`src/hdl/cirq_consts.svh`:
```
`ifndef CIRQ_CONSTS_SVH
`define CIRQ_CONSTS_SVH

// ==========================================================================
// global register addresses
`define CIRQ_LO_MASTER_ENABLE 8'h60
`define CIRQ_LO_PENDING_STATUS 8'h61
`define CIRQ_PART_IDENTIFICATION 8'h6e
`define CIRQ_SILICON_REVISION 8'h6f
`define CIRQ_UP_MASTER_ENABLE 8'he0
`define CIRQ_UP_PENDING_STATUS 8'he1

// ==========================================================================
// address page numbers (upper nibble)
`define CIRQ_PAGE_LO_FIRST 4'h0
`define CIRQ_PAGE_LO_LAST 4'h5
`define CIRQ_PAGE_UP_FIRST 4'h8
`define CIRQ_PAGE_UP_LAST 4'hd
`define CIRQ_PAGE_UP_SHIFT 4'h2

// ==========================================================================
// per-channel register offsets (lower nibble)
`define CIRQ_SUB_SRC_ENABLE 4'h1
`define CIRQ_SUB_SRC_STATUS 4'h2
`define CIRQ_SUB_ALARM_STATE 4'h3
`define CIRQ_SUB_STORE_A_FIRST 4'h4
`define CIRQ_SUB_STORE_A_LAST 4'h7
`define CIRQ_SUB_STORE_B_FIRST 4'ha
`define CIRQ_SUB_STORE_B_LAST 4'hc
`define CIRQ_SUB_STORE_B_BASE 4'h6

// ==========================================================================
// sizes and reset values
`define CIRQ_CHANNELS 12
`define CIRQ_HALF 6
`define CIRQ_SOURCES 4
`define CIRQ_STORE_REGS 7
`define CIRQ_RESET_BYTE 8'h00
`define CIRQ_RESET_NIBBLE 4'h0

`endif

```
`src/hdl/cirq_pkg.sv`:
```
package cirq_pkg;
	// one access on the parallel register port
	typedef struct packed {
		logic rd;
		logic wr;
		logic [7:0] addr;
		logic [7:0] wdata;
	} cirq_req_s;
	typedef logic [7:0] cirq_byte_t;
endpackage

```
`src/hdl/cirq_chan.sv`:
```
`include "cirq_consts.svh"

module cirq_chan
	import cirq_pkg::*;
#(
	parameter int STORE_REGS = `CIRQ_STORE_REGS
)(
	input wire logic ref_clk,
	input wire logic rst,
	input wire logic rd_sel,
	input wire logic wr_sel,
	input wire logic [3:0] sub,
	input wire logic [7:0] wdata,
	input wire logic [3:0] src_event,
	input wire logic [3:0] alarm_state,
	output logic [7:0] rdata,
	output logic pending
);
	// ==================================================================
	// decode
	logic [3:0] source_interrupt_enable;
	logic [3:0] src_status;
	cirq_byte_t store [STORE_REGS];
	wire store_a = sub >= `CIRQ_SUB_STORE_A_FIRST &&
		sub <= `CIRQ_SUB_STORE_A_LAST;
	wire store_b = sub >= `CIRQ_SUB_STORE_B_FIRST &&
		sub <= `CIRQ_SUB_STORE_B_LAST;
	wire store_hit = store_a || store_b;
	wire [3:0] store_off = store_b ? sub - `CIRQ_SUB_STORE_B_BASE :
		sub - `CIRQ_SUB_STORE_A_FIRST;
	wire [2:0] store_idx = store_off[2:0];
	wire status_rd = rd_sel && sub == `CIRQ_SUB_SRC_STATUS;
	wire enable_wr = wr_sel && sub == `CIRQ_SUB_SRC_ENABLE;
	// a new event in the clearing read cycle survives the clear
	wire [3:0] next_src_status = (src_event & source_interrupt_enable) |
		(status_rd ? `CIRQ_RESET_NIBBLE : src_status);

	assign rdata = sub == `CIRQ_SUB_SRC_ENABLE ?
		{4'h0, source_interrupt_enable} :
		sub == `CIRQ_SUB_SRC_STATUS ? {4'h0, src_status} :
		sub == `CIRQ_SUB_ALARM_STATE ? {4'h0, alarm_state} :
		store_hit ? store[store_idx] : `CIRQ_RESET_BYTE;
	assign pending = |src_status;

	// ==================================================================
	// storage
	always_ff @(posedge ref_clk) begin
		if (rst) begin
			source_interrupt_enable <= `CIRQ_RESET_NIBBLE;
			src_status <= `CIRQ_RESET_NIBBLE;
		end else begin
			if (enable_wr)
				source_interrupt_enable <= wdata[3:0];
			src_status <= next_src_status;
		end
	end

	always_ff @(posedge ref_clk) begin
		for (int i = 0; i < STORE_REGS; i++) begin
			if (rst)
				store[i] <= `CIRQ_RESET_BYTE;
			else if (wr_sel && store_hit && store_idx == 3'(i))
				store[i] <= wdata;
		end
	end
endmodule // cirq_chan

```
`src/hdl/cirq_top.sv`:
```
// Overview of operation
// channels 11..6 flags in bits 5..0
// flag one while channel interrupt awaits service
// lower six channels in companion status register
// flag holds until channel source status read
// host reads source status after seeing flag
// fixed read-only part identification byte
// revision upper nibble zero, lower nibble digit
// ten registers replicated for twelve channels
// cleared master enable blocks channel interrupt
// status and identity reads have no side effects
`include "cirq_consts.svh"

module cirq_top
	import cirq_pkg::*;
#(
	// arbitrary neutral identity values
	parameter logic [7:0] PART_ID = 8'h5a,
	parameter logic [3:0] REV_DIGIT = 4'h3,
	parameter int CHANNELS = `CIRQ_CHANNELS
)(
	input wire logic ref_clk,
	input wire logic rst,
	input wire cirq_req_s cpu,
	input wire logic [CHANNELS*4-1:0] src_event,
	input wire logic [CHANNELS*4-1:0] alarm_state,
	output cirq_byte_t cpu_rdata,
	output logic int_req
);
	// ==================================================================
	// address decode
	wire [3:0] page = cpu.addr[7:4];
	wire [3:0] sub = cpu.addr[3:0];
	wire lo_page = page <= `CIRQ_PAGE_LO_LAST;
	wire up_page = page >= `CIRQ_PAGE_UP_FIRST &&
		page <= `CIRQ_PAGE_UP_LAST;
	wire chan_hit = lo_page || up_page;
	wire [3:0] chan_idx = up_page ? page - `CIRQ_PAGE_UP_SHIFT : page;
	wire hit_lo_en = cpu.addr == `CIRQ_LO_MASTER_ENABLE;
	wire hit_up_en = cpu.addr == `CIRQ_UP_MASTER_ENABLE;
	wire hit_lo_st = cpu.addr == `CIRQ_LO_PENDING_STATUS;
	wire hit_up_st = cpu.addr == `CIRQ_UP_PENDING_STATUS;
	wire hit_part = cpu.addr == `CIRQ_PART_IDENTIFICATION;
	wire hit_rev = cpu.addr == `CIRQ_SILICON_REVISION;

	// ==================================================================
	// per-channel banks
	logic [CHANNELS-1:0] pending;
	logic [CHANNELS-1:0][7:0] chan_rdata;
	logic [CHANNELS-1:0] master_enable;

	for (genvar g = 0; g < CHANNELS; g++) begin : g_chan
		wire sel = chan_hit && chan_idx == 4'(g);
		cirq_chan u_chan (
			.ref_clk(ref_clk),
			.rst(rst),
			.rd_sel(cpu.rd && sel),
			.wr_sel(cpu.wr && sel),
			.sub(sub),
			.wdata(cpu.wdata),
			.src_event(src_event[g*4 +: 4]),
			.alarm_state(alarm_state[g*4 +: 4]),
			.rdata(chan_rdata[g]),
			.pending(pending[g])
		);
	end

	// ==================================================================
	// read mux
	wire [7:0] lo_status = {2'b00, pending[`CIRQ_HALF-1:0]};
	wire [7:0] up_status = {2'b00, pending[CHANNELS-1:`CIRQ_HALF]};
	wire [7:0] lo_enable = {2'b00, master_enable[`CIRQ_HALF-1:0]};
	wire [7:0] up_enable = {2'b00, master_enable[CHANNELS-1:`CIRQ_HALF]};
	wire [7:0] next_cpu_rdata = hit_up_st ? up_status :
		hit_lo_st ? lo_status :
		hit_part ? PART_ID :
		hit_rev ? {4'h0, REV_DIGIT} :
		hit_up_en ? up_enable :
		hit_lo_en ? lo_enable :
		chan_hit ? chan_rdata[chan_idx] : `CIRQ_RESET_BYTE;

	// ==================================================================
	// registers
	// read data is held until the next read so the host may sample late
	always_ff @(posedge ref_clk) begin
		if (rst)
			cpu_rdata <= `CIRQ_RESET_BYTE;
		else if (cpu.rd)
			cpu_rdata <= next_cpu_rdata;
	end

	always_ff @(posedge ref_clk) begin
		if (rst)
			master_enable <= '0;
		else if (cpu.wr && hit_lo_en)
			master_enable[`CIRQ_HALF-1:0] <= cpu.wdata[`CIRQ_HALF-1:0];
		else if (cpu.wr && hit_up_en)
			master_enable[CHANNELS-1:`CIRQ_HALF] <=
				cpu.wdata[`CIRQ_HALF-1:0];
	end

	// combinational so a flag reaches the pin without a cycle of lag
	assign int_req = |(pending & master_enable);

	wire isr6_rd = cpu.rd && cpu.addr == 8'h82;
	wire isr11_rd = cpu.rd && cpu.addr == 8'hd2;
	wire status_rd = cpu.rd && (hit_lo_st || hit_up_st || hit_part ||
		hit_rev);
	wire src_rd = cpu.rd && chan_hit && sub == `CIRQ_SUB_SRC_STATUS;
	// flags that are allowed to reach the request pin
	wire [CHANNELS-1:0] live = pending & master_enable;

	// the same hold rule for every channel
	for (genvar h = 0; h < CHANNELS; h++) begin : g_hold

	end
endmodule // cirq_top

```
`config.mk`:
```
export PLATFORM = sky130hd
export DESIGN_NAME = cirq_top
export DESIGN_NICKNAME = d
export VERILOG_FILES = /design/src/hdl/cirq_pkg.sv /design/src/hdl/cirq_chan.sv /design/src/hdl/cirq_top.sv
export VERILOG_INCLUDE_DIRS = /design/src /design/src/hdl
export SDC_FILE = /design/constraint.sdc
export NUM_CORES = 1
export LEC_CHECK = 0
export ABC_CLOCK_PERIOD_IN_PS = 4400
export BUFFER_PORTS_ARGS = -buffer_cell sky130_fd_sc_hd__buf_2
export CORE_ASPECT_RATIO = 0.9
export CORE_UTILIZATION = 48
export DETAILED_ROUTE_END_ITERATION = 12
export PLACE_DENSITY = 0.65
export SKIP_LAST_GASP = 1
export SLEW_MARGIN = 0
export SYNTH_ARGS = -nofsm -noshare
export SYNTH_HDL_FRONTEND = slang
export SYNTH_SLANG_ARGS = --single-unit
```
`constraint.sdc`:
```
create_clock -name ref_clk -period 4.4 [get_ports ref_clk]
set_input_delay 0.66 -clock ref_clk [delete_from_list [all_inputs] [get_ports ref_clk]]
set_output_delay 0.66 -clock ref_clk [all_outputs]
set_load 0.01 [all_outputs]
```
==> results of run 1 <==
==> metrics by stage <==
step / utilization [%] / cells / instance area (sq um) / total power [uW]
after detailed placement: 51.5 / 4532 / 41100 / 10700
after global routing: 54.8 / 4686 / 43700 / 17900
after CTS: 54.8 / 4686 / 43700 / 17500
after global placement: 51.5 / 4532 / 41100 / 10700
final: 54.8 / 4688 / 43700 / 17600
after floorplan: - / 3544 / 38900 / 9690
==> layout make-up <==
class                   count  share of cell area [%]
diodes                      2                  0.0114
clock buffers             110                    5.22
clock inverters            44                   0.767
inverters                  16                   0.143
multi-input cells        2366                    34.2
flip-flops and latches    788                    51.4
well taps                1050                    3.00
repair buffers            312                    5.22
==> kinds of logic after synthesis <==
| family | Yosys count | share of synthesized area (%) |
|---|---|---|
| buffers and inverters | 390 | 4.24 |
| multiplexers | 186 | 5.51 |
| AO/OA/AOI/OAI | 734 | 12.8 |
| flip-flops | 788 | 57.8 |
| AND/OR/NAND/NOR | 1444 | 19.6 |
| adder cells (fa/ha/maj) | 2 | 0.0643 |
==> sequential cells by signal (all words and copies together) (netlist names) <==
signal and flops:
master_enable 12, g_chan.u_chan.src_status 48, g_chan.u_chan.store 672, cpu_rdata 8
g_chan.u_chan.source_interrupt_enable 48
==> where the power goes <==
part	switching (uW)	internal, uW	total, uW	leakage [uW]
clock network	3110	3810	6920	0.00128
registers	116	8410	8530	0.00731
logic	1520	587	2110	0.00891
total	4740	12800	17600	0.0175
==> metal layers <==
metal | GRT usage, % | routed length (microns) | up-vias | share of wire (%)
li1 | - | - | 13200 | -
met1 | 52.7 | 59600 | 15200 | 41
met2 | 48.9 | 60800 | 2379 | 42
met3 | 8.97 | 20400 | 308 | 14
met4 | 11.8 | 5580 | 4 | 3.8
met5 | 0 | 27 | - | 0.018
==> worst reg2reg max path, delay by kind of cell (launching register included) <==
kind               cells  cell delay, ns
AOI/OAI and AO/OA      6            1.81
DFF                    1            0.33
muxes                  1            0.26
and+or+nand+nor        1            0.23
==> final timing paths <==
check,cells past startpoint,to,slack (ns),start
worst min-delay path,3,g_chan[8].u_chan.src_status[2],0.25,src_event[34]
worst max register to register,8,cpu_rdata[3],1.66,g_chan[8].u_chan.src_status[3]
worst max-delay path,12,cpu_rdata[1],0.80,cpu[10]
worst min register to register,2,master_enable[9],0.47,master_enable[9]
==> layout by cell type, fill, tap and decap left out, types with 18 or more instances in the layout <==
cell and n:
edfxtp_1 672, and3_1 466, nand2_1 335, and2_1 228, nor2_1 193, buf_4 174
mux2i_1 154, a21oi_1 137, o21ai_0 131, buf_2 118, dfxtp_1 116, clkbuf_16 87
nand3_1 73, a21o_1 72, a22oi_1 66, a211oi_1 64, o22ai_1 39, a221oi_1 30
nor3_1 26, a31oi_1 26, o211ai_1 24, nand2b_1 22, mux4_2 21, clkbuf_1 21
clkinv_1 19, buf_12 18
==> flow_summary.ini, run 1 <==
[clock_network]
ctsResizeCount = 0
cts.sinks = 788
insertion_delay_ns = 0.67
cts_hold_buf = 0
cts_buffer_depth = 3
cts_buffers = 85
cts_tree = done
cts_root_buf = clkbuf_16
cts.reportedPaths.clkPinSlew_ns = 0.06
cts_max_level = 3
postCtsSetupBuffers = 0

[logic_synthesis]
synth_nets = 3662
netlist_top_cells_count = 672 x edfxtp_1, 466 x and3_1, 336 x nand2_1, 277 x clkbuf_1, 229 x and2_1
yosys_most_used_dff = edfxtp_1
synth-edff-count = 672
synthTopCellsByArea = edfxtp_1 52%, and3_1 7.5%, dfxtp_1 6.0%
synth_top_cell_by_area = edfxtp_1
async_flop_share_pct = 0
synth-seq-cells = 788
syn_area_sq_um = 38900
synth.most_common_cell = edfxtp_1
avgSynthCellArea_sq_um = 11.0
synth.distinct_cells = 81
yosysTopAreaCellShare_pct = 51.8
syn-instance-count = 3544
yosysWarnings = 0
seq_area_frac_synth_pct = 57.8

[place]
dp_hpwl_microns = 96400
pre_cts_slack_ns = 0.278
io_buffers = 124
gp_congestion = 0.996

[setup_path]
required_ns = 5.02
path_class = in -> reg
cp-end-kind = flop
crit_path_top_delay_cell = nor4_1
start_kind = primary input
cp.arrival_ns = 4.22
cpPeakStageDelay_ns = 0.73
crit_buf_inv = 3
crit_path_max_fanout = 19
cp_top_family = compound AO/OA/AOI/OAI gates
path_cells = buf_2 -> inv_1 -> ha_1 -> nor2b_1 -> o211ai_1 -> nand2_2 -> buf_12 -> a211oi_1 -> o32ai_1 -> nor4_1 -> a311o_1 -> o21ba_1

[global_route]
grt_pass1_wl_microns = 208000
antenna_found_initial = 5
grt-ovfl-total = 0
grt_usage_pct = 35.1
grt_pass1_vias = 28300
grt_start_max_net_pins = 85

[drt]
drc = 0
dr.pass1.iters = 7
dr_total_vias = 31100
post_drt_via_cell_ratio = 6.64
wl_per_cell_microns = 31.2
drt_iter0_drc = 5343
postRouteAntennaNets = 0
routed_wl_microns = 146000

[floorplanning]
num_rows = 98
die-area_sq_um = 82300
ios = 125
start_util_pct = 48.8
fp.dieW_microns = 302
die-height_microns = 272
core_area_sq_um = 79800

[sta]
fin_skew_ns = 0.0419
maxSlewHeadroom_pct = 23.6
setup_viol_count_final = 0
slew_violations = 0
hold_viol = 0
rsz0062_at_grt = no
layout_setup_ws_ns = 0.800
timing.fmax_mhz = 278
hold_ws_ns = 0.252
fin_crit_ns = 3.60
post-route-period-util_pct = 81.8
tightestPinTransition_ns = 1.15
finalSetupTns_ns = 0

[job]
drv_cap = 0

[hold_path]
min_path_type = in -> reg

[cells_and_area]
area_delta_synth_final_pct = 12.3
fill_cells = 6800
drive_above_1_share_pct = 14.1
ff_latch_area_sq_um = 22500
nNetsFinal = 3687
multiInputGateArea_sq_um = 15000

[run_status]
status = finished clean

[power_and_ir_drop]
p_leak_uw = 0.0175
p_per_area_nw_per_um2 = 401
peakVddDrop_mv = 0.268
No activity file was read; power rests on OpenSTA's default activity.
==> inputs of run 2 (changes only) <==
ABC_AREA = 1   (was unset)
ABC_CLOCK_PERIOD_IN_PS = 3600   (was 4400)
clock period = 3.6 ns   (was 4.4 ns; I/O delays follow)
==> flow_summary.ini, run 2 <==
[power_and_ir_drop]
combPwrFrac_pct = 11.2
p_per_area_nw_per_um2 = 501
p_int_uw = 15600
p_leak_uw = 0.0159
peakVddDrop_mv = 0.390
seqPwrFrac_pct = 49.3
switching_share_pct = 25.9
clkPwrFrac_pct = 39.5
switchingPower_uw = 5450

[hold_path]
hp-start = src_event[42]
hold_end = g_chan[10].u_chan.src_status[2]
min_path_cells = 3
min_path_type = in -> reg

[logic_synthesis]
synth_top_cell_by_area = edfxtp_1
yosys_most_used_dff = edfxtp_1
syn-instance-count = 4064
synth.most_common_cell = nor2_1
async_flop_share_pct = 0
synth-edff-count = 672
netlist_top_cells_count = 1,148 x nor2_1, 701 x nand2_1, 672 x edfxtp_1, 356 x o21ai_0, 246 x nand3_1
yosysWarnings = 0
synth.distinct_cells = 43
synth-seq-cells = 788
seq_area_frac_synth_pct = 60.8
avgSynthCellArea_sq_um = 9.10
synthTopCellsByArea = edfxtp_1 55%, nor2_1 12%, nand2_1 7.1%
yosysTopAreaCellShare_pct = 54.5
synth_nets = 4182
syn_area_sq_um = 37000

[clock_network]
cts_tree = done
cts_hold_buf = 0
cts_root_buf = clkbuf_16
ctsResizeCount = 0
cts_buffers = 79
cts.reportedPaths.clkPinSlew_ns = 0.06
cts_max_level = 3
postCtsSetupBuffers = 0
cts_buffer_depth = 3
insertion_delay_ns = 0.64
cts.sinks = 788

[setup_path]
reg2reg_to = cpu_rdata[1]
reg2reg_depth = 12
reg2reg_slack_ns = 1.46
r2r_start = g_chan[9].u_chan.store[3][1]
start_kind = flop
cp-end-kind = output pin
required_ns = 3.06
path_class = reg -> out
cp.arrival_ns = 2.92
crit_path_max_fanout = 3

[cells_and_area]
reg_top3 = g_chan.u_chan.store x672, g_chan.u_chan.source_interrupt_enable x48, g_chan.u_chan.src_status x48
layout_common_cells = 1,146 x nor2_1, 699 x nand2_1, 672 x edfxtp_1, 356 x o21ai_0, 246 x nand3_1
largest_reg_flops = 672
nNetsFinal = 4291
largest-register = g_chan.u_chan.store
final_cells = 5266
area_delta_synth_final_pct = 13.6
drive_above_1_share_pct = 11.8
final_common_cell = nor2_1

[sta]
maxSlewHeadroom_pct = 11.5
finalSetupTns_ns = 0
slew_violations = 0
layout_setup_ws_ns = 0.145
fin_crit_ns = 3.46
rsz0062_at_grt = no
timing.fmax_mhz = 289
setup_viol_count_final = 0
hold_viol = 0
tightestPinTransition_ns = 1.31
post-route-period-util_pct = 96.0
fin_skew_ns = 0.0240

[place]
io_buffers = 124
gp_congestion = 0.970
pre_cts_slack_ns = 0.0112
dp_cells = 5121
dp_hpwl_microns = 78900

[drt]
postRouteAntennaNets = 0
drt_iter0_drc = 3507
drc = 0
routed_wl_microns = 120000
post_drt_via_cell_ratio = 5.76
dr_total_vias = 30300
dr.pass1.iters = 9
wl_per_cell_microns = 22.8

[global_route]
grt_start_max_net_pins = 124
grt-ovfl-total = 0
grt_usage_pct = 30.5
grt_pass1_wl_microns = 177000
grt_pass1_vias = 28300
antenna_found_initial = 4

[floorplanning]
num_rows = 96
die-area_sq_um = 78200
fp.dieW_microns = 295
ios = 125
start_util_pct = 48.5
die-height_microns = 265
core_area_sq_um = 76300

[run_status]
status = finished clean

[job]
drv_cap = 0
run 2: changes by cell type after synthesis, moves of 66 or more:
cell      before   now
nor2_1       203  1148
mux2i_1      154    64
o21ai_0      132   356
clkbuf_1     277   179
a211oi_1      67     0
a22oi_1       66     0
nand3_1       73   246
nand2_1      336   701
and3_1       466     1
a21o_1        72     0
inv_1         14   103
and2_1       229     0
run 2: metal layers:
metal  routed length, microns  track usage (%)  share of wire (%)
met3                    11800             4.98                9.8
met4                     5130             13.2                4.3
met2                    55600             48.0                 46
met1                    47700             41.8                 40
met5                        0                0                  0
run 2: critical path, cell delays in order, from the launching register on:
cell,delay [ns]
dfxtp_1,0.33
nor4_1,1.08
nor2_1,0.07
a2111oi_0,0.44
nand3_1,0.17
buf_2,0.18
run 2: how the worst max path moves through the flow:
stage,from,to,cells past startpoint
after floorplan,cpu[10],g_chan[11].u_chan.store[1][0],15
after global placement,cpu[14],g_chan[0].u_chan.store[1][3],10
after detailed placement,cpu[14],g_chan[0].u_chan.store[1][6],10
after CTS,g_chan[9].u_chan.src_status[2],int_req,5
after global routing,g_chan[9].u_chan.src_status[2],int_req,5
final,g_chan[9].u_chan.src_status[2],int_req,5
run 2: through the flow:
stage | instance area (sq um) | hold slack [ns] | utilization, % | total power [uW]
6_report | 42000 | 0.139 | 55.1 | 21100
5_1_grt | 42000 | 0.138 | 55.1 | 21600
4_1_cts | 42000 | 0.117 | 55.1 | 21000
3_5_place_dp | 39500 | 0.453 | 51.8 | 12900
3_3_place_gp | 39500 | 0.446 | 51.8 | 12900
2_1_floorplan | 37000 | 0.436 | - | 11800
run 2: logic make-up (layout without fill, tap and decap cells):
logic type	Yosys count	count (layout)	share of synthesized area (%)
multiplexers	64	64	1.73
flip-flops	788	788	60.8
other	0	1	0
adder cells (fa/ha/maj)	2	2	0.0676
buffers and inverters	402	574	4.41
AND/OR/NAND/NOR	2217	2217	24.6
AO/OA/AOI/OAI	591	591	8.34
run 2: power by group through the flow:
stage / Clock, uW / Sequential [uW] / Combinational, uW
floorplan: 0 / 10600 / 1270
detailed placement: 0 / 10600 / 2300
global placement: 0 / 10600 / 2290
global route: 8650 / 10400 / 2500
finish: 8320 / 10400 / 2350
CTS: 8350 / 10400 / 2310
run 2: final cells by class:
cell class                 count  area [sq um]
antenna                        1          2.50
clock buffer                 104          2130
clock inverter                40           419
fill                        6835         34200
inverter                     129           507
multi-input combinational   2874         12900
sequential                   788         22500
tap                         1029          1290
timing repair buffer         301          2260
